<file path="src/inc/ivd_defs.vh">
`ifndef IVD_DEFS_VH
`define IVD_DEFS_VH
// fixed vector slots, 4 bytes each, low byte first
`define IVD_VEC_UND 20'h0ffdc
`define IVD_VEC_OVERFLOW_TRAP_INSTR 20'h0ffe0
`define IVD_VEC_BRK 20'h0ffe4
`define IVD_VEC_AMATCH 20'h0ffe8
`define IVD_VEC_SSTEP 20'h0ffec
`define IVD_VEC_SPECIAL 20'h0fff0
`define IVD_VEC_ABREAK 20'h0fff4
`define IVD_VEC_RSVD 20'h0fff8
`define IVD_VEC_RESET 20'h0fffc
`define IVD_FIX_LO 20'h0ffdc
`define IVD_FIX_HI 20'h0ffff
// top byte of the breakpoint slot decides redirection
`define IVD_BRK_ID_BYTE 20'h0ffe7
`define IVD_BRK_REDIR 8'hff
`define IVD_VEC_HI_LANE 2'h3
`define IVD_VEC_LAST 2'h3
// software numbers
`define IVD_SW_MAX 6'h3f
`define IVD_SW_U_LIMIT 6'h1f
`define IVD_PER_FIRST 5'h03
`define IVD_PER_MASK 32'hfffffff8
// source codes
`define IVD_SRC_UND 4'h0
`define IVD_SRC_OVERFLOW_TRAP_INSTR 4'h1
`define IVD_SRC_BRK 4'h2
`define IVD_SRC_AMATCH 4'h3
`define IVD_SRC_SSTEP 4'h4
`define IVD_SRC_SPECIAL 4'h5
`define IVD_SRC_ABREAK 4'h6
`define IVD_SRC_RESET 4'h7
`define IVD_SRC_SWINT 4'h8
`define IVD_SRC_PERIPH 4'h9
`endif

</file>
<file path="src/ivd_dispatch.v">
// What this block does
// - breakpoint instruction raises software breakpoint interrupt
// - numbered software interrupt accepts numbers 0..63
// - numbers 3..31 share peripheral vectors
// - numbers 0..31 push stack flag, select interrupt stack
// - return restores stack flag from stack copy, except from numbers 32..63
// - numbers 32..63 leave stack flag unchanged
// - special interrupts ignore global enable
// - watchdog, oscillator stop, voltage monitors are special
// - two enabled address comparators trigger before execution
// - peripheral requests are maskable
// - each vector is four bytes
// - acknowledge loads program counter from source vector
// - fixed table spans 0FFDCh to 0FFFFh
// - fixed slots in documented order, 4-byte steps
// - breakpoint redirects when 0FFE7h holds FFh
// - fixed vector high bytes feed id check
// - overflow trap only when overflow flag set
// - global enable gates maskable requests only
// - relocatable table spans 256 bytes from base
`timescale 1ns/1ns
`default_nettype none
`include "ivd_defs.vh"
module ivd_dispatch #(
  parameter AW = 20,
  parameter NEST = 8
) (
  input wire ref_clk_in, // cpu clock
  input wire rst_in, // sync reset, high
  input wire ce_in, // clock enable
  input wire undefined_opcode_instr_in, // undefined opcode executed
  input wire overflow_trap_instr_in, // overflow trap executed
  input wire overflow_flag_in, // overflow flag value
  input wire breakpoint_instr_in, // breakpoint executed
  input wire swint_instr_in, // numbered software interrupt
  input wire [5:0] swint_num_in, // its operand
  input wire exec_valid_in, // instruction about to execute
  input wire [AW-1:0] exec_addr_in, // its address
  input wire match_enable_0_in, // comparator 0 enable
  input wire match_enable_1_in, // comparator 1 enable
  input wire [AW-1:0] match_address_0_in, // comparator 0 address
  input wire [AW-1:0] match_address_1_in, // comparator 1 address
  input wire wdt_req_in, // watchdog request
  input wire osc_stop_req_in, // oscillation stop request
  input wire vmon1_req_in, // voltage monitor 1 request
  input wire vmon2_req_in, // voltage monitor 2 request
  input wire single_step_req_in, // tool single step
  input wire addr_break_req_in, // tool address break
  input wire [31:0] periph_req_in, // peripheral requests by number
  input wire i_flag_in, // global interrupt enable
  input wire [AW-1:0] relocatable_table_base_in, // table base
  input wire reti_in, // return from handler
  input wire reti_u_in, // stack flag popped from stack
  input wire u_write_in, // core writes stack flag
  input wire u_wdata_in, // value written
  input wire mem_ack_in, // vector byte returned
  input wire [7:0] mem_data_in, // vector byte
  output wire mem_rd_out, // vector byte request
  output wire [AW-1:0] mem_addr_out, // vector byte address
  output wire busy_out, // dispatch in progress
  output wire periph_ack_out, // peripheral request taken
  output wire [4:0] periph_ack_num_out, // its number
  output wire special_ack_out, // special request taken
  output wire [3:0] special_ack_src_out, // wdt,osc,vm1,vm2 taken
  output wire amatch_ack_out, // address match taken
  output wire dispatch_out, // load pc pulse
  output wire [AW-1:0] pc_out, // handler start address
  output wire [3:0] source_out, // source code of dispatch
  output wire u_flag_out, // stack select flag
  output wire stack_push_out, // push stack flag pulse
  output wire stack_u_out, // value to push
  output wire id_byte_valid_out, // id check byte pulse
  output wire [AW-1:0] id_byte_addr_out, // its address
  output wire [7:0] id_byte_out // its value
);
  localparam [1:0] ST_BOOT = 2'h0;
  localparam [1:0] ST_IDLE = 2'h1;
  localparam [1:0] ST_BRKCHK = 2'h2;
  localparam [1:0] ST_FETCH = 2'h3;
  localparam PW = $clog2(NEST + 1);

  reg [1:0] state_reg, state_next;
  reg [3:0] src_reg, src_next;
  reg [5:0] num_reg, num_next;
  reg u_flag_reg;
  reg push_reg;
  reg push_u_reg;
  reg disp_reg;
  reg [AW-1:0] pc_reg;
  reg [3:0] dsrc_reg;
  reg [NEST-1:0] saved_reg;
  reg [PW-1:0] depth_reg;
  reg idv_reg;
  reg [AW-1:0] ida_reg;
  reg [7:0] idb_reg;
  reg f_start, f_single;
  reg [AW-1:0] f_addr;
  reg take;
  reg save_u;
  wire f_busy, f_done;
  wire [31:0] f_vec;

  // relocatable entry N lies within the 256-byte table
  function [AW-1:0] reloc_addr;
    input [AW-1:0] base;
    input [5:0] n;
    begin
      reloc_addr = base + {{(AW-8){1'b0}}, n, 2'b00};
    end
  endfunction

  // fixed slots, numbered sources go relocatable
  function [AW-1:0] vec_addr;
    input [3:0] src;
    input [5:0] n;
    input [AW-1:0] base;
    begin
      case (src)
        `IVD_SRC_UND: vec_addr = `IVD_VEC_UND;
        `IVD_SRC_OVERFLOW_TRAP_INSTR: vec_addr = `IVD_VEC_OVERFLOW_TRAP_INSTR;
        `IVD_SRC_BRK: vec_addr = `IVD_VEC_BRK;
        `IVD_SRC_AMATCH: vec_addr = `IVD_VEC_AMATCH;
        `IVD_SRC_SSTEP: vec_addr = `IVD_VEC_SSTEP;
        `IVD_SRC_SPECIAL: vec_addr = `IVD_VEC_SPECIAL;
        `IVD_SRC_ABREAK: vec_addr = `IVD_VEC_ABREAK;
        `IVD_SRC_RESET: vec_addr = `IVD_VEC_RESET;
        default: vec_addr = reloc_addr(base, n);
      endcase
    end
  endfunction

  // lowest pending number wins; level arbitration lives elsewhere
  function [4:0] lowest;
    input [31:0] req;
    integer i;
    begin
      lowest = 5'h0;
      for (i = 31; i >= 0; i = i - 1) begin
        if (req[i]) begin
          lowest = i[4:0];
        end
      end
    end
  endfunction

  wire am0 = match_enable_0_in && (exec_addr_in == match_address_0_in);
  wire am1 = match_enable_1_in && (exec_addr_in == match_address_1_in);
  wire amatch = exec_valid_in && (am0 || am1);
  wire [3:0] spc = {wdt_req_in, osc_stop_req_in,
    vmon1_req_in, vmon2_req_in};
  // special sources bypass the enable flag entirely
  wire special = |spc;
  wire [31:0] per_live = periph_req_in & `IVD_PER_MASK;
  wire per_ok = i_flag_in && (|per_live);
  wire [4:0] per_num = lowest(per_live);
  wire ovf_trap = overflow_trap_instr_in && overflow_flag_in;
  wire idle = (state_reg == ST_IDLE);

  always @* begin
    state_next = state_reg;
    src_next = src_reg;
    num_next = num_reg;
    f_start = 1'b0;
    f_single = 1'b0;
    f_addr = {AW{1'b0}};
    take = 1'b0;
    save_u = 1'b1;
    case (state_reg)
      ST_BOOT: begin
        src_next = `IVD_SRC_RESET;
        f_start = 1'b1;
        f_addr = `IVD_VEC_RESET;
        state_next = ST_FETCH;
      end
      ST_IDLE: begin
        take = 1'b1;
        num_next = 6'h0;
        if (undefined_opcode_instr_in) begin
          src_next = `IVD_SRC_UND;
        end else if (ovf_trap) begin
          src_next = `IVD_SRC_OVERFLOW_TRAP_INSTR;
        end else if (breakpoint_instr_in) begin
          src_next = `IVD_SRC_BRK;
        end else if (swint_instr_in) begin
          src_next = `IVD_SRC_SWINT;
          num_next = swint_num_in;
          save_u = (swint_num_in <= `IVD_SW_U_LIMIT);
        end else if (amatch) begin
          src_next = `IVD_SRC_AMATCH;
        end else if (special) begin
          src_next = `IVD_SRC_SPECIAL;
        end else if (single_step_req_in) begin
          src_next = `IVD_SRC_SSTEP;
        end else if (addr_break_req_in) begin
          src_next = `IVD_SRC_ABREAK;
        end else if (per_ok) begin
          src_next = `IVD_SRC_PERIPH;
          num_next = {1'b0, per_num};
        end else begin
          take = 1'b0;
        end
        if (take) begin
          f_start = 1'b1;
          if (src_next == `IVD_SRC_BRK) begin
            f_single = 1'b1;
            f_addr = `IVD_BRK_ID_BYTE;
            state_next = ST_BRKCHK;
          end else begin
            f_addr = vec_addr(src_next, num_next,
              relocatable_table_base_in);
            state_next = ST_FETCH;
          end
        end
      end
      ST_BRKCHK: begin
        if (f_done) begin
          f_start = 1'b1;
          state_next = ST_FETCH;
          if (f_vec[7:0] == `IVD_BRK_REDIR) begin
            f_addr = reloc_addr(relocatable_table_base_in, 6'h0);
          end else begin
            f_addr = `IVD_VEC_BRK;
          end
        end
      end
      ST_FETCH: begin
        if (f_done) begin
          state_next = ST_IDLE;
        end
      end
      default: begin
        state_next = ST_BOOT;
      end
    endcase
  end

  wire took = ce_in && take;
  assign busy_out = !idle;
  assign periph_ack_out = took && (src_next == `IVD_SRC_PERIPH);
  assign periph_ack_num_out = per_num;
  assign special_ack_out = took && (src_next == `IVD_SRC_SPECIAL);
  assign special_ack_src_out = special_ack_out ? spc : 4'h0;
  assign amatch_ack_out = took && (src_next == `IVD_SRC_AMATCH);

  ivd_vec_fetch #(
    .AW(AW)
  ) u_fetch (
    .ref_clk_in(ref_clk_in),
    .rst_in(rst_in),
    .ce_in(ce_in),
    .start_in(f_start),
    .single_in(f_single),
    .addr_in(f_addr),
    .mem_ack_in(mem_ack_in),
    .mem_data_in(mem_data_in),
    .mem_rd_out(mem_rd_out),
    .mem_addr_out(mem_addr_out),
    .busy_out(f_busy),
    .done_out(f_done),
    .vector_out(f_vec)
  );

  always @(posedge ref_clk_in) begin
    if (rst_in) begin
      state_reg <= ST_BOOT;
      src_reg <= `IVD_SRC_RESET;
      num_reg <= 6'h0;
      disp_reg <= 1'b0;
      pc_reg <= {AW{1'b0}};
      dsrc_reg <= `IVD_SRC_RESET;
    end else if (ce_in) begin
      state_reg <= state_next;
      src_reg <= src_next;
      num_reg <= num_next;
      disp_reg <= 1'b0;
      if (state_reg == ST_FETCH && f_done) begin
        disp_reg <= 1'b1;
        pc_reg <= f_vec[AW-1:0];
        dsrc_reg <= src_reg;
      end
    end
  end

  // one saved-flag marker per nesting level tells a return whether
  // the stack copy of the flag is to be restored
  always @(posedge ref_clk_in) begin
    if (rst_in) begin
      u_flag_reg <= 1'b0;
      push_reg <= 1'b0;
      push_u_reg <= 1'b0;
      saved_reg <= {NEST{1'b0}};
      depth_reg <= {PW{1'b0}};
    end else if (ce_in) begin
      push_reg <= 1'b0;
      if (took) begin
        if (save_u) begin
          push_reg <= 1'b1;
          push_u_reg <= u_flag_reg;
          u_flag_reg <= 1'b0;
        end
        saved_reg <= {saved_reg[NEST-2:0], save_u};
        depth_reg <= depth_reg + {{(PW-1){1'b0}}, (depth_reg < NEST)};
      end else if (reti_in && depth_reg != {PW{1'b0}}) begin
        if (saved_reg[0]) begin
          u_flag_reg <= reti_u_in;
        end
        saved_reg <= {1'b0, saved_reg[NEST-1:1]};
        depth_reg <= depth_reg - {{(PW-1){1'b0}}, 1'b1};
      end else if (u_write_in) begin
        u_flag_reg <= u_wdata_in;
      end
    end
  end

  // high byte of each fixed slot is copied out for the id check
  wire in_fix = (mem_addr_out >= `IVD_FIX_LO) &&
    (mem_addr_out <= `IVD_FIX_HI);
  wire hi_lane = (mem_addr_out[1:0] == `IVD_VEC_HI_LANE);

  always @(posedge ref_clk_in) begin
    if (rst_in) begin
      idv_reg <= 1'b0;
      ida_reg <= {AW{1'b0}};
      idb_reg <= 8'h0;
    end else if (ce_in) begin
      idv_reg <= 1'b0;
      if (f_busy && mem_ack_in && in_fix && hi_lane) begin
        idv_reg <= 1'b1;
        ida_reg <= mem_addr_out;
        idb_reg <= mem_data_in;
      end
    end
  end

  assign dispatch_out = disp_reg;
  assign pc_out = pc_reg;
  assign source_out = dsrc_reg;
  assign u_flag_out = u_flag_reg;
  assign stack_push_out = push_reg;
  assign stack_u_out = push_u_reg;
  assign id_byte_valid_out = idv_reg;
  assign id_byte_addr_out = ida_reg;
  assign id_byte_out = idb_reg;
endmodule
`default_nettype wire

</file>
<file path="src/ivd_vec_fetch.v">
`timescale 1ns/1ns
`default_nettype none
`include "ivd_defs.vh"
// reads one byte or one 4-byte vector, low address first
module ivd_vec_fetch #(
  parameter AW = 20
) (
  input wire ref_clk_in, // cpu clock
  input wire rst_in, // sync reset, high
  input wire ce_in, // clock enable
  input wire start_in, // begin a read
  input wire single_in, // read only one byte
  input wire [AW-1:0] addr_in, // first byte address
  input wire mem_ack_in, // byte returned
  input wire [7:0] mem_data_in, // returned byte
  output wire mem_rd_out, // byte read request
  output wire [AW-1:0] mem_addr_out, // byte address
  output wire busy_out, // read in progress
  output wire done_out, // read finished pulse
  output wire [31:0] vector_out // assembled bytes
);
  reg busy_reg;
  reg single_reg;
  reg done_reg;
  reg [1:0] cnt_reg;
  reg [AW-1:0] addr_reg;
  reg [31:0] vec_reg;
  wire last = single_reg | (cnt_reg == `IVD_VEC_LAST);

  assign mem_rd_out = busy_reg;
  assign mem_addr_out = addr_reg;
  assign busy_out = busy_reg;
  assign done_out = done_reg;
  assign vector_out = vec_reg;

  always @(posedge ref_clk_in) begin
    if (rst_in) begin
      busy_reg <= 1'b0;
      single_reg <= 1'b0;
      done_reg <= 1'b0;
      cnt_reg <= 2'h0;
      addr_reg <= {AW{1'b0}};
      vec_reg <= 32'h0;
    end else if (ce_in) begin
      done_reg <= 1'b0;
      if (start_in && !busy_reg) begin
        busy_reg <= 1'b1;
        single_reg <= single_in;
        cnt_reg <= 2'h0;
        addr_reg <= addr_in;
        vec_reg <= 32'h0;
      end else if (busy_reg && mem_ack_in) begin
        vec_reg[cnt_reg*8 +: 8] <= mem_data_in;
        cnt_reg <= cnt_reg + 2'h1;
        addr_reg <= addr_reg + {{(AW-1){1'b0}}, 1'b1};
        if (last) begin
          busy_reg <= 1'b0;
          done_reg <= 1'b1;
        end
      end
    end
  end
endmodule
`default_nettype wire
</file>
<file path="config.mk">
export PLATFORM = sky130hd
export DESIGN_NAME = ivd_dispatch
export DESIGN_NICKNAME = d
export VERILOG_FILES = /design/src/ivd_dispatch.v /design/src/ivd_vec_fetch.v
export VERILOG_INCLUDE_DIRS = /design/src /design/src/inc
export SDC_FILE = /design/constraint.sdc
export NUM_CORES = 1
export LEC_CHECK = 0
export BUFFER_PORTS_ARGS = -buffer_cell sky130_fd_sc_hd__buf_2
export CELL_PAD_IN_SITES_DETAIL_PLACEMENT = 1
export CELL_PAD_IN_SITES_GLOBAL_PLACEMENT = 1
export CORE_ASPECT_RATIO = 1.4
export CORE_MARGIN = 2
export CORE_UTILIZATION = 36
export DETAILED_ROUTE_END_ITERATION = 7
export PLACE_DENSITY = 0.83
export SLEW_MARGIN = 15
export SYNTH_ARGS = -nofsm -noshare
export SYNTH_HDL_FRONTEND = slang
export SYNTH_SLANG_ARGS = --single-unit
export TNS_END_PERCENT = 100
</file>
<file path="constraint.sdc">
create_clock -name ref_clk_in -period 5 [get_ports ref_clk_in]
set_clock_uncertainty 0.15 [all_clocks]
set_input_delay 0.75 -clock ref_clk_in [delete_from_list [all_inputs] [get_ports ref_clk_in]]
set_output_delay 0.75 -clock ref_clk_in [all_outputs]
set_load 0.005 [all_outputs]
</file>
==> results, run 1 <==
- The maximum clock insertion buffer count is 2.
- By startpoint and endpoint, the worst setup path is classified as in2reg.
- The leading register cell type out of synthesis is sky130_fd_sc_hd__dfxtp_1.
- The die boundary height is between 150 and 200 um.
- Based on the critical path, the design can be clocked at up to roughly 220 MHz.
- The maximum number of pins on one net before global-route repair is 61.
- The power density over cell area is 304 nW/um2.
- The number of filler cells placed in the layout is 2488.
- After detailed routing, the number of remaining DRC violations is 0.
- The layer with the highest usage is met2.
- The initial antenna violation count came to 2.
- Final hold analysis gives a worst-case slack of between 0.2 and 0.3 ns.
- Summed over all cells, the static leakage comes to ~3.8 nW.
- The die covers 20800 um2.
- The flow ran to the end, and the final reports show no timing, DRC or antenna violations.
- In the final timing run, aggregate negative setup slack is 0 ns.
- By area the synthesized netlist is led by sky130_fd_sc_hd__dfxtp_1, sky130_fd_sc_hd__nand2_1, sky130_fd_sc_hd__a21oi_1.
- The number of clock buffers added by TritonCTS is 17.
- The Yosys step of the flow raised 0 warnings.
- The tree is rooted in a sky130_fd_sc_hd__clkbuf_16.
- The count of hold-fix buffers inserted at cts is 0.
- The number of enable-type register cells in the synthesized netlist is 0.
- The worst-case reg-to-reg path depth is 12.
- For this run, the total global-route usage over all layers was measured as 24.6%.
- Once detailed placement completed, the half-perimeter wirelength came to approximately 20000 um.
- The type of the worst min-delay path is reg2reg.
- For met2 alone, demand over resource in global routing was about 48%.
- After layout, the minimum clock period comes to between 4 and 5 ns.
- Setup violations remaining at the end of the flow were counted as 0.
- For this configuration, the core starts out at a cell density of between 30 and 40%.
- Summed over all layers, the global routing overflow is 0.
- The slack of the worst reg-to-reg path is 1.63 ns.
- The count of mapped cells out of synthesis is about 920.
- The source of the worst register-to-register timing path is state_reg[0].
- CTS built an H-tree with a depth of 4.
- The number of vias per cell is 5.53.
- The required time at the endpoint of the critical path is between 5 and 6 ns.
- The final clock period utilization by the worst path is about nine tenths.
- The synthesized netlist net count is around 1100.
- Summing the sequential cell areas from Yosys gives 34.0% of the chip area.
- The final design area excluding fillers is a little over 9000 um2.
- The post-detailed-route wirelength per cell is between 15 and 20 um.
- For the worst-skew pair, the clock arrives at the later sink with an insertion delay of 0.42 ns.
- In this run the cell area of the synthesized design comes to between 7000 and 8000 um2.
- Along the worst hold path, the cell count comes to 2.
- The placed instance area is roughly 8500 um2.
- The wire length of the first global-routing pass is between 40000 and 50000 um.
- The count of nets left with antenna violations once routing finished came out at 0.
- At the end of routability-driven placement, the weighted congestion stood at 0.863.
- The number of max-slew violations in the final report came to 0.
- Summed over all instances, the cell type with the most area after synthesis is sky130_fd_sc_hd__dfxtp_1.
- The met3 capacity usage during global routing is about 4.3%.
- Measured against its own limit, the worst slew margin works out to 28.5%.
- The worst hold path terminates at id_byte_addr_out[1].
- TritonCTS built the clock tree.
- The worst setup path is captured at a flop.
- The critical path launch point type is a primary input.
- After clock tree synthesis, the clock-pin slew on the worst setup and hold paths is 0.06 ns.
- At the worst endpoint, the arrival time is between 4 and 5 ns.
- In this run the worst path has a maximum fanout of 4.
- The number of violations reported at the end of detailed-routing iteration 0 is around 480.
- Synthesis inferred 120 register bits.
- The boundary pin count is 240.
- The initialized floorplan defines 60 standard-cell rows.
- For this design, the sink count on the clock tree is 120.
- The hold violation total from the final report came to 0.
- Setup repair after global routing left no endpoint under its margin.
- The launch instance of the worst min-delay path is id_byte_addr_out[1].
- The core footprint is 19200 um2.
- The worst supply voltage drop on vdd is about 180 uV.
- The net count of the finished layout is 1321.
- The floorplan step set the die width to about 120 um.
- Counting distinct cell types in the post-synthesis netlist gives 76.
- In this run the tool buffered the top-level ports with 236 buffer cells.
- Max-cap violations in this run came to 0.
- Post-CTS timing repair inserted 0 buffers for setup.
- The proportion of layout cells with a drive suffix above 1 is 27.4%.
- The final wirelength is approximately 26000 um.
- The worst register-to-register path ends at depth_reg[2].
- The number of global-route vias before repair is about 8000.
- The count of instances resized after the clock tree is built is 0.
- Before antenna repair, the detailed router went through 5 iterations.
- The via total after detailed routing is roughly 7800.
- For this run, asynchronously set or reset flops after synthesis account for 0%.
- The fraction of met1 tracks used by global routing is between 20% and 30%.
- The fraction of synthesized cell area taken by the top area cell type is roughly 34%.
- Averaged over all synthesized cells, the footprint is approximately 7.7 um2.
- The area growth from synthesis to layout is 29.9%.
- At the end of the flow the core is filled with cells to between 40% and 50%.
- The transition time at the pin with the least slew margin is ~1.1 ns.
layout make-up:
cell class | count | area, um2 | share of cell area (%)
multi-input combinational | 733 | 4400 | 48.0
sequential | 120 | 2400 | 26.2
timing repair buffer | 258 | 1350 | 14.7
clock buffer | 19 | 453 | 4.94
tap | 248 | 310 | 3.39
clock inverter | 13 | 166 | 1.82
inverter | 23 | 86.3 | 0.942
antenna | 1 | 2.50 | 0.0273
metal layers:
| layer | up-vias | wire length, um |
|---|---|---|
| met2 | 262 | 14100 |
| met4 | 0 | 426 |
| met5 | - | 0 |
| met3 | 26 | 1370 |
| li1 | 3773 | - |
| met1 | 3766 | 9930 |
synthesized netlist by cell type (all sizes together) (6+ instances only):
| library cell | number |
|---|---|
| a211oi | 7 |
| a21o | 9 |
| a21oi | 97 |
| a22o | 7 |
| a22oi | 28 |
| a311oi | 9 |
| a31oi | 7 |
| and2 | 8 |
| and3 | 9 |
| buf | 13 |
| clkbuf | 30 |
| dfxtp | 120 |
| ha | 17 |
| inv | 22 |
| mux2i | 6 |
| nand2 | 153 |
| nand2b | 11 |
| nand3 | 28 |
| nand4 | 16 |
| nor2 | 102 |
| nor2b | 7 |
| nor3 | 17 |
| nor4 | 12 |
| o21a | 7 |
| o21ai | 43 |
| o21bai | 6 |
| o31ai | 11 |
| xnor2 | 52 |
cell usage in the layout (no fill, tap or decap), types with 7 or more instances in the layout:
cell type                     n
sky130_fd_sc_hd__a21oi_1     93
sky130_fd_sc_hd__ha_1        17
sky130_fd_sc_hd__nand2b_1    11
sky130_fd_sc_hd__nor4_1      10
sky130_fd_sc_hd__and3_1       9
sky130_fd_sc_hd__nor3_1      15
sky130_fd_sc_hd__buf_4       23
sky130_fd_sc_hd__dfxtp_1    120
sky130_fd_sc_hd__o21a_1       7
sky130_fd_sc_hd__inv_1       21
sky130_fd_sc_hd__xnor2_1     52
sky130_fd_sc_hd__a21o_1       9
sky130_fd_sc_hd__and2_1       8
sky130_fd_sc_hd__nor2b_1      7
sky130_fd_sc_hd__a31oi_1      7
sky130_fd_sc_hd__a22o_1       7
sky130_fd_sc_hd__a22oi_1     28
sky130_fd_sc_hd__o21ai_0     38
sky130_fd_sc_hd__nor2_1     102
sky130_fd_sc_hd__nand3_1     28
sky130_fd_sc_hd__buf_2      235
sky130_fd_sc_hd__nand4_1     16
sky130_fd_sc_hd__o31ai_1      9
sky130_fd_sc_hd__clkbuf_16   17
sky130_fd_sc_hd__a311oi_1     9
sky130_fd_sc_hd__nand2_1    152
worst max-delay path, stage by stage:
cell                        delay (ns)
sky130_fd_sc_hd__buf_2            0.12
sky130_fd_sc_hd__nor2_1           0.05
sky130_fd_sc_hd__o31ai_1          0.18
sky130_fd_sc_hd__a211oi_1         0.12
sky130_fd_sc_hd__o31ai_1          0.21
sky130_fd_sc_hd__a211oi_1         0.11
sky130_fd_sc_hd__o31ai_1          0.19
sky130_fd_sc_hd__a211oi_1         0.11
sky130_fd_sc_hd__o31ai_1          0.34
sky130_fd_sc_hd__a22oi_1          0.17
sky130_fd_sc_hd__fa_1             0.47
sky130_fd_sc_hd__nor2b_1          0.16
sky130_fd_sc_hd__o21a_1           0.14
sky130_fd_sc_hd__o21ai_0          0.15
sky130_fd_sc_hd__a2111oi_0        0.46
sky130_fd_sc_hd__buf_4            0.21
sky130_fd_sc_hd__nand2b_1         0.05
sky130_fd_sc_hd__a21oi_1          0.14
sky130_fd_sc_hd__a21oi_1          0.08
sky130_fd_sc_hd__a221oi_1         0.33
sky130_fd_sc_hd__a31o_2           0.15
kinds of logic after synthesis:
| logic type | count (synthesis) | share of synthesized area (%) |
|---|---|---|
| flip-flops | 120 | 34.0 |
| AND/OR/NAND/NOR | 384 | 25.3 |
| buffers and inverters | 66 | 3.67 |
| XOR/XNOR | 54 | 6.70 |
| adder cells (fa/ha/maj) | 19 | 3.58 |
| multiplexers | 6 | 0.851 |
| AO/OA/AOI/OAI | 270 | 25.9 |
worst max-delay path by stage:
stage | from | end | slack [ns] | cells past startpoint
finish | periph_req_in[30] | u_fetch.mem_addr_out[14] | 0.53 | 21
global route | periph_req_in[30] | u_fetch.mem_addr_out[14] | 0.10 | 21
CTS | periph_req_in[30] | u_fetch.mem_addr_out[14] | 0.53 | 20
detailed placement | periph_req_in[30] | u_fetch.mem_addr_out[14] | 0.09 | 20
global placement | periph_req_in[30] | u_fetch.mem_addr_out[14] | 0.14 | 20
floorplan | wdt_req_in | u_fetch.mem_addr_out[14] | 0.39 | 17
per-stage QoR:
| stage | setup slack (ns) | cells | total power [mW] |
|---|---|---|---|
| after global routing | 0.105 | 1415 | 2.90 |
| after global placement | 0.136 | 1382 | 1.51 |
| after detailed placement | 0.0918 | 1382 | 1.52 |
| after floorplan | 0.391 | 919 | 1.32 |
| after CTS | 0.526 | 1414 | 2.81 |
| final | 0.527 | 1415 | 2.79 |
power by group:
group | total (mW) | internal (mW) | switching, mW
logic | 0.462 | 0.195 | 0.267
registers | 1.04 | 0.990 | 0.0513
clock network | 1.28 | 0.814 | 0.468
Note: power is estimated with default switching activity, not from simulation.
==> run 2, diff against run 1 <==
Settings changed: CORE_ASPECT_RATIO 1.4 to 2.
==> results, run 2 (synthesis results as in run 1) <==
- The area of the die is 20800 um2 (+0.25%).
- Setup repair after global routing left no endpoint under its margin.
- The worst-case reg-to-reg path depth came to 11 (-1).
- The die boundary width is 103 um (-16%).
- The most frequent standard cell in the layout excluding fill and tap cells is sky130_fd_sc_hd__buf_2.
- The number of vias per cell came to 5.51 (-0.41%).
- The core footprint is 19300 um2 (+0.31%).
- The maximum net fanout on the critical path is 7 (+3).
- The clock-pin transition on the worst setup and hold timing paths is 0.05 ns (about the same).
- Relative to the synthesized area, the layout overhead comes to 30.4%.
- The count of hold-fix buffers inserted at cts was 0 (unchanged).
- The number of filler cells placed in the layout is 2516 (+1.1%).
- By startpoint and endpoint, the worst setup path is classified as in2reg.
- The shortest clock period the worst path allows after layout is 4.61 ns (+0.139 ns).
- The count of instances resized after the clock tree is built came to 0 (unchanged).
- The worst register-to-register path begins at state_reg[0].
- The leakage power summed over all cells is 3.80 nW (+0.17%).
- The maximum clock insertion buffer count is 2 (unchanged).
- The slack of the worst reg-to-reg path is 1.70 ns (+0.07 ns).
- The routability congestion estimate from global placement was 0.837 (-3.0%).
- The worst slew margin relative to its limit was 31.7% (+3.2 points).
- The placed wire-length estimate is 20800 um (+4.2%).
- The final clock period utilization by the worst path came to 92.3% (+2.8 points).
- The initial antenna violation count was 2 (unchanged).
- The count of endpoints failing setup in the final report is 0 (unchanged).
- The wire length of the first global-routing pass is 41600 um (+3.8%).
- The worst supply voltage drop on vdd is 214 uV (+20%).
- The level count of the clock H-tree is 4 (unchanged).
- The number of clock sinks seen by CTS is 120 (unchanged).
- The site row count is 72 (+20%).
- The final design area excluding fillers is 9200 um2 (+0.38%).
- The multi-input logic area was 4410 um2 (+0.31%).
- The post-detailed-route DRC marker count is 0 (unchanged).
- The maximum operating frequency is 217 MHz (-3.0%).
- The library cells used most frequently in the layout, excluding fill and tap cells, are sky130_fd_sc_hd__buf_2, sky130_fd_sc_hd__nand2_1, sky130_fd_sc_hd__dfxtp_1.
- The final antenna-violating net count is 0 (unchanged).
- The required time at the endpoint of the critical path is 5.14 ns (-0.07 ns).
- The CTS tree is yes.
- The buffer cell driving the clock tree root is sky130_fd_sc_hd__clkbuf_16.
- The number of global-route vias before repair is 8305 (+4.6%).
- The total of max-cap violations came to 0 (unchanged).
- The post-detailed-route wirelength per cell is 18.4 um (+0.76%).
- The power density over cell area was 302 nW/um2 (-0.54%).
- The number of buffers inserted by post-CTS setup repair is 0 (unchanged).
- The sequential cell area in the final layout is 2400 um2 (unchanged).
- The count of port buffers added during placement came to 236 (unchanged).
- The placed instance area is 8580 um2 (+0.41%).
- The clock network latency to the later pin of the worst-skew pair is 0.41 ns (about the same).
- The net count of the finished layout is 1324 (+0.23%).
- The via total after detailed routing is 7861 (+0.43%).
- The number of max-slew violations in the final report is 0 (unchanged).
- The proportion of layout cells with a drive suffix above 1 is 27.4% (about the same).
- The final wirelength was 26200 um (+1.6%).
- The total iterations of the first detailed-routing run is 4 (-1).
- The number of buffers created by CTS was 17 (unchanged).
- The type of element capturing the critical path is a flop.
- The worst register-to-register path ends at depth_reg[2].
- The most critical setup path has its startpoint at periph_req_in[26].
- The arrival time at the worst endpoint was 4.76 ns (+0.08 ns).
- The maximum number of pins on one net before global-route repair was 68 (+11%).
- The total global routing track utilization is 25.4% (+0.88 points).
- The boundary pin count is 240 (unchanged).
- The run finished with clean final reports.
- The number of non-filler instances in the completed layout is 1427 (+0.85%).
- The hold violation total from the final report is 0 (unchanged).
- The number of violations reported at the end of detailed-routing iteration 0 is 298 (-38%).
- The die boundary height is 202 um (+19%).
- The total congestion overflow after global routing was 0 (unchanged).
- The end point of the critical path is u_fetch.mem_addr_out[17].
- The transition time at the pin with the least slew margin came to 1.01 ns (-0.0579 ns).
- In this run the worst hold path is classified as reg2reg.
- The critical path launch point type is a primary input.
- The number of cells in the design after placement is 1395 (+0.94%).
- The initial cell density of the core is 36.6% (-0.11 points).
## run 2: how the worst min path moves through the flow
stage | endpoint | cells past startpoint | startpoint | slack, ns
after global placement | id_byte_addr_out[5] | 2 | id_byte_addr_out[5] | 0.29
after CTS | id_byte_out[5] | 2 | id_byte_out[5] | 0.30
after floorplan | pc_out[16] | 2 | u_fetch.vector_out[16] | 0.28
after global routing | id_byte_out[5] | 2 | id_byte_out[5] | 0.32
final | id_byte_out[5] | 2 | id_byte_out[5] | 0.29
after detailed placement | id_byte_out[5] | 2 | id_byte_out[5] | 0.29
## run 2: routing by layer
| metal | global-route usage, % | share of wire (%) | vias to the layer above |
|---|---|---|---|
| li1 | - | - | 3775 |
| met1 | 23.1 | 34 | 3756 |
| met2 | 51.0 | 58 | 270 |
| met3 | 4.39 | 4.6 | 58 |
| met4 | 12.1 | 3.9 | 2 |
| met5 | 0 | 0.050 | - |
## run 2: critical path, stage by stage
cell	delay [ns]
sky130_fd_sc_hd__buf_2	0.11
sky130_fd_sc_hd__nor2_1	0.12
sky130_fd_sc_hd__o31ai_1	0.09
sky130_fd_sc_hd__a211oi_1	0.24
sky130_fd_sc_hd__o31ai_1	0.11
sky130_fd_sc_hd__a211oi_1	0.28
sky130_fd_sc_hd__o31ai_1	0.11
sky130_fd_sc_hd__a211oi_1	0.24
sky130_fd_sc_hd__o31ai_1	0.12
sky130_fd_sc_hd__buf_4	0.15
sky130_fd_sc_hd__a22o_1	0.17
sky130_fd_sc_hd__ha_1	0.26
sky130_fd_sc_hd__a21o_1	0.12
sky130_fd_sc_hd__a21oi_1	0.11
sky130_fd_sc_hd__o21ai_0	0.21
sky130_fd_sc_hd__o2111ai_1	0.36
sky130_fd_sc_hd__nor3_1	0.38
sky130_fd_sc_hd__nand3_1	0.14
sky130_fd_sc_hd__xnor2_1	0.18
sky130_fd_sc_hd__a21oi_1	0.12
sky130_fd_sc_hd__a2111oi_1	0.38
## run 2: stage by stage
| step | util, % | setup WS, ns | hold WS, ns | power, mW | TNS, ns |
|---|---|---|---|---|---|
| 2_1_floorplan | - | 0.391 | 0.282 | 1.32 | 0 |
| 3_3_place_gp | 44.5 | 0.0185 | 0.286 | 1.51 | 0 |
| 3_5_place_dp | 44.5 | -0.00853 | 0.292 | 1.53 | -0.00853 |
| 4_1_cts | 47.6 | 0.360 | 0.299 | 2.80 | 0 |
| 5_1_grt | 47.7 | 0.0159 | 0.318 | 2.90 | 0 |
| 6_report | 47.7 | 0.387 | 0.295 | 2.78 | 0 |
## run 2: layout make-up
class	count	area share [%]
inverter	23	0.938
sequential	120	26.1
timing repair buffer	261	14.9
clock buffer	21	4.90
antenna	1	0.0272
clock inverter	9	1.63
multi-input combinational	733	47.9
tap	259	3.52
## run 2: power breakdown
group	internal (mW)	total, mW	leakage [nW]	switching (mW)
clock network	0.838	1.27	0.289	0.431
logic	0.198	0.471	2.54	0.273
registers	0.991	1.04	0.972	0.0505
total	2.03	2.78	3.80	0.754
==> run 3, diff against run 2 <==
Settings changed: GPL_TIMING_DRIVEN set to 0.
Clock period 5 ns to 4.4 ns, I/O delays scaled along.
==> results, run 3 (synthesis results as in run 1) <==
- The maximum net fanout on the critical path was 3 (-4).
- The worst supply voltage drop on vdd was 239 uV (+12%).
- The wire length of the first global-routing pass is 43600 um (+4.8%).
- The worst register-to-register path begins at state_reg[0].
- Derived from the worst setup path, the maximum achievable clock frequency is ~230 MHz.
- The count of cells along the worst hold path is 2 (unchanged).
- The total iterations of the first detailed-routing run is 5 (+1).
- The maximum clock insertion buffer count is 2 (unchanged).
- The transition time at the pin with the least slew margin was 1.08 ns (+0.0690 ns).
- The launch instance of the worst min-delay path is id_byte_out[5].
- The number of vias per cell is 5.70 (+3.5%).
- The post-detailed-route wirelength per cell came to 20.0 um (+8.6%).
- The initial antenna violation count is 2 (unchanged).
- The number of global-route vias before repair came to 8727 (+5.1%).
- The most frequent standard cell in the layout excluding fill and tap cells is sky130_fd_sc_hd__buf_2.
- The area growth from synthesis to layout is 33.1%.
- The run finished with clean final reports.
- The site row count was 72 (unchanged).
- Setup repair after global routing could not meet its margin everywhere.
- For hold timing, the worst endpoint is id_byte_out[5].
- The level count of the clock H-tree was 4 (unchanged).
- The number of clock sinks seen by CTS is 120 (unchanged).
- The net count of the finished layout is 1350 (+2.0%).
- The post-detailed-route DRC marker count is 0 (unchanged).
- The library cell contributing the largest single delay on the critical path is sky130_fd_sc_hd__a2111oi_4.
- The required time at the endpoint of the critical path is 4.62 ns (-0.52 ns).
- The initial cell density of the core came to 36.6% (unchanged).
- The shortest clock period the worst path allows after layout is approximately 4.3 ns.
- The number of buffers and inverters on the critical path came to 1 (-1).
- The hold violation total from the final report came to 0 (unchanged).
- The type of the worst setup path is in2reg.
- The via total after detailed routing came to 8282 (+5.4%).
- The total of max-cap violations is 0 (unchanged).
- The core footprint is 19300 um2 (unchanged).
- The sequential share of power is 37.1% (-0.3 points).
- In the finished design, the share of the clock period the worst path needs comes to 97.6%.
- The die boundary height came to 202 um (unchanged).
- On the critical path the largest part of the delay comes from compound AO/OA/AOI/OAI gates.
- The total global routing track utilization was 27.3% (+1.9 points).
- The proportion of layout cells with a drive suffix above 1 is 27.8% (+0.41 points).
- The boundary pin count is 240 (unchanged).
- The top cell types in the final layout, fill and taps aside, are sky130_fd_sc_hd__buf_2, sky130_fd_sc_hd__nand2_1, sky130_fd_sc_hd__dfxtp_1.
- Clock tree synthesis selected as its root buffer the cell sky130_fd_sc_hd__clkbuf_16.
- The number of violations reported at the end of detailed-routing iteration 0 is 328 (+10%).
- The clock-pin transition on the worst setup and hold timing paths is 0.05 ns (about the same).
- The worst hold path belongs to the class reg2reg.
- The power density over cell area is 339 nW/um2 (+12%).
- The final wirelength was 29000 um (+11%).
- The count of port buffers added during placement came to 235 (-0.42%).
- The number of max-slew violations in the final report is 0 (unchanged).
- The maximum number of pins on one net before global-route repair is 17 (-75%).
- The count of hold-fix buffers inserted at cts was 0 (unchanged).
- The type of element capturing the critical path is a flop.
- The CTS tree is yes.
- The slack of the worst reg-to-reg path was 0.83 ns (-0.87 ns).
- The placed wire-length estimate is 23000 um (+10%).
- The worst slew margin relative to its limit is 27.9% (-3.8 points).
- The internal power came to 2.27 mW (+12%).
- The clock network latency to the later pin of the worst-skew pair was 0.43 ns (+0.02 ns).
- The combinational share of power is 18.1% (+1.2 points).
- The clock share of power is 44.7% (-0.9 points).
- The total congestion overflow after global routing was 0 (unchanged).
- The final antenna-violating net count is 0 (unchanged).
- The signal on the critical path passes through buf_2 -> o31ai_4 -> a211oi_2 -> o31ai_2 -> a211oi_1 -> o31ai_1 -> a211oi_2 -> o31ai_2 -> a22oi_2 -> fa_2 -> nor2b_2 -> o21a_1 -> o21ai_4 -> a2111oi_4 -> nand2b_1 -> a21oi_1 -> a21oi_1 -> a221oi_2 -> a31o_2.
- The leakage power summed over all cells is 3.81 nW (+0.27%).
- The endpoint identified for the worst register-to-register timing path is depth_reg[2].
- The critical path launch point type is a primary input.
- The worst-case reg-to-reg path depth is 12 (+1).
- The power spent charging and discharging nets is 916 uW (+21%).
- The tightest hold margin is 0.302 ns (+0.00698 ns).
- The net switching share of the total power is 28.8% (+1.7 points).
- The total power consumption of the routed design is 3.18 mW (+14%).
- The routability congestion estimate from global placement is 0.865 (+3.4%).
- The count of endpoints failing setup in the final report is 0 (unchanged).
- The arrival time at the worst endpoint is 4.51 ns (-0.25 ns).
- The number of buffers created by CTS was 17 (unchanged).
- The area of the die is 20800 um2 (unchanged).
- The biggest cell delay along the critical path came to 0.41 ns (+0.03 ns).
- The die boundary width was 103 um (unchanged).
-- run 3: worst max path at each step --
stage | slack (ns) | cells past startpoint | startpoint | to
6_report | 0.11 | 19 | periph_req_in[28] | u_fetch.mem_addr_out[14]
5_1_grt | -0.05 | 19 | periph_req_in[28] | u_fetch.mem_addr_out[14]
4_1_cts | 0.01 | 19 | periph_req_in[28] | u_fetch.mem_addr_out[14]
3_5_place_dp | -0.73 | 18 | wdt_req_in | u_fetch.mem_addr_out[14]
3_3_place_gp | -0.65 | 18 | periph_req_in[28] | u_fetch.mem_addr_out[14]
2_1_floorplan | 0.12 | 17 | wdt_req_in | u_fetch.mem_addr_out[14]
-- run 3: area by class of cell --
cell class / count / area (um2)
diodes: 1 / 2.50
repair buffers: 244 / 1240
fillers: 2537 / 9880
inverters: 23 / 86.3
flip-flops and latches: 120 / 2400
multi-input cells: 733 / 4580
plain buffers: 43 / 173
clock inverters: 7 / 120
clock buffers: 23 / 468
well taps: 259 / 324
-- run 3: tightest hold or removal path: stages (launching register included) --
cell and delay [ns]:
sky130_fd_sc_hd__dfxtp_1 0.30, sky130_fd_sc_hd__nand2_1 0.05, sky130_fd_sc_hd__a21oi_1 0.05
-- run 3: repair_timing --
action,in CTS,in global routing
endpoints found under the setup margin,4,12
gates resized for setup,7,25
pin swaps,2,16
buffers inserted,1,7
-- run 3: metrics by stage --
stage	area [um2]	utilization, %	TNS [ns]	cells	setup slack, ns
floorplan	7060	-	0	919	0.120
global placement	8560	44.4	-4.07	1413	-0.646
detailed placement	8570	44.5	-5.16	1414	-0.725
CTS	9210	47.8	0	1445	0.0128
global route	9400	48.7	-0.101	1453	-0.0516
finish	9400	48.7	0	1453	0.106
-- run 3: layer usage --
| layer | wire length, um | vias up | track usage [%] |
|---|---|---|---|
| li1 | - | 3830 | - |
| met2 | 16300 | 365 | 53.8 |
| met1 | 9230 | 3970 | 23.4 |
| met4 | 1980 | 2 | 17.3 |
| met5 | 13 | - | 0 |
| met3 | 1460 | 115 | 5.36 |
-- run 3: power groups by stage --
stage	clock (mW)	combinational (mW)	sequential, mW
global route	1.48	0.623	1.19
global placement	0	0.534	1.20
finish	1.42	0.577	1.18
detailed placement	0	0.550	1.20
floorplan	0	0.312	1.19
CTS	1.43	0.556	1.18
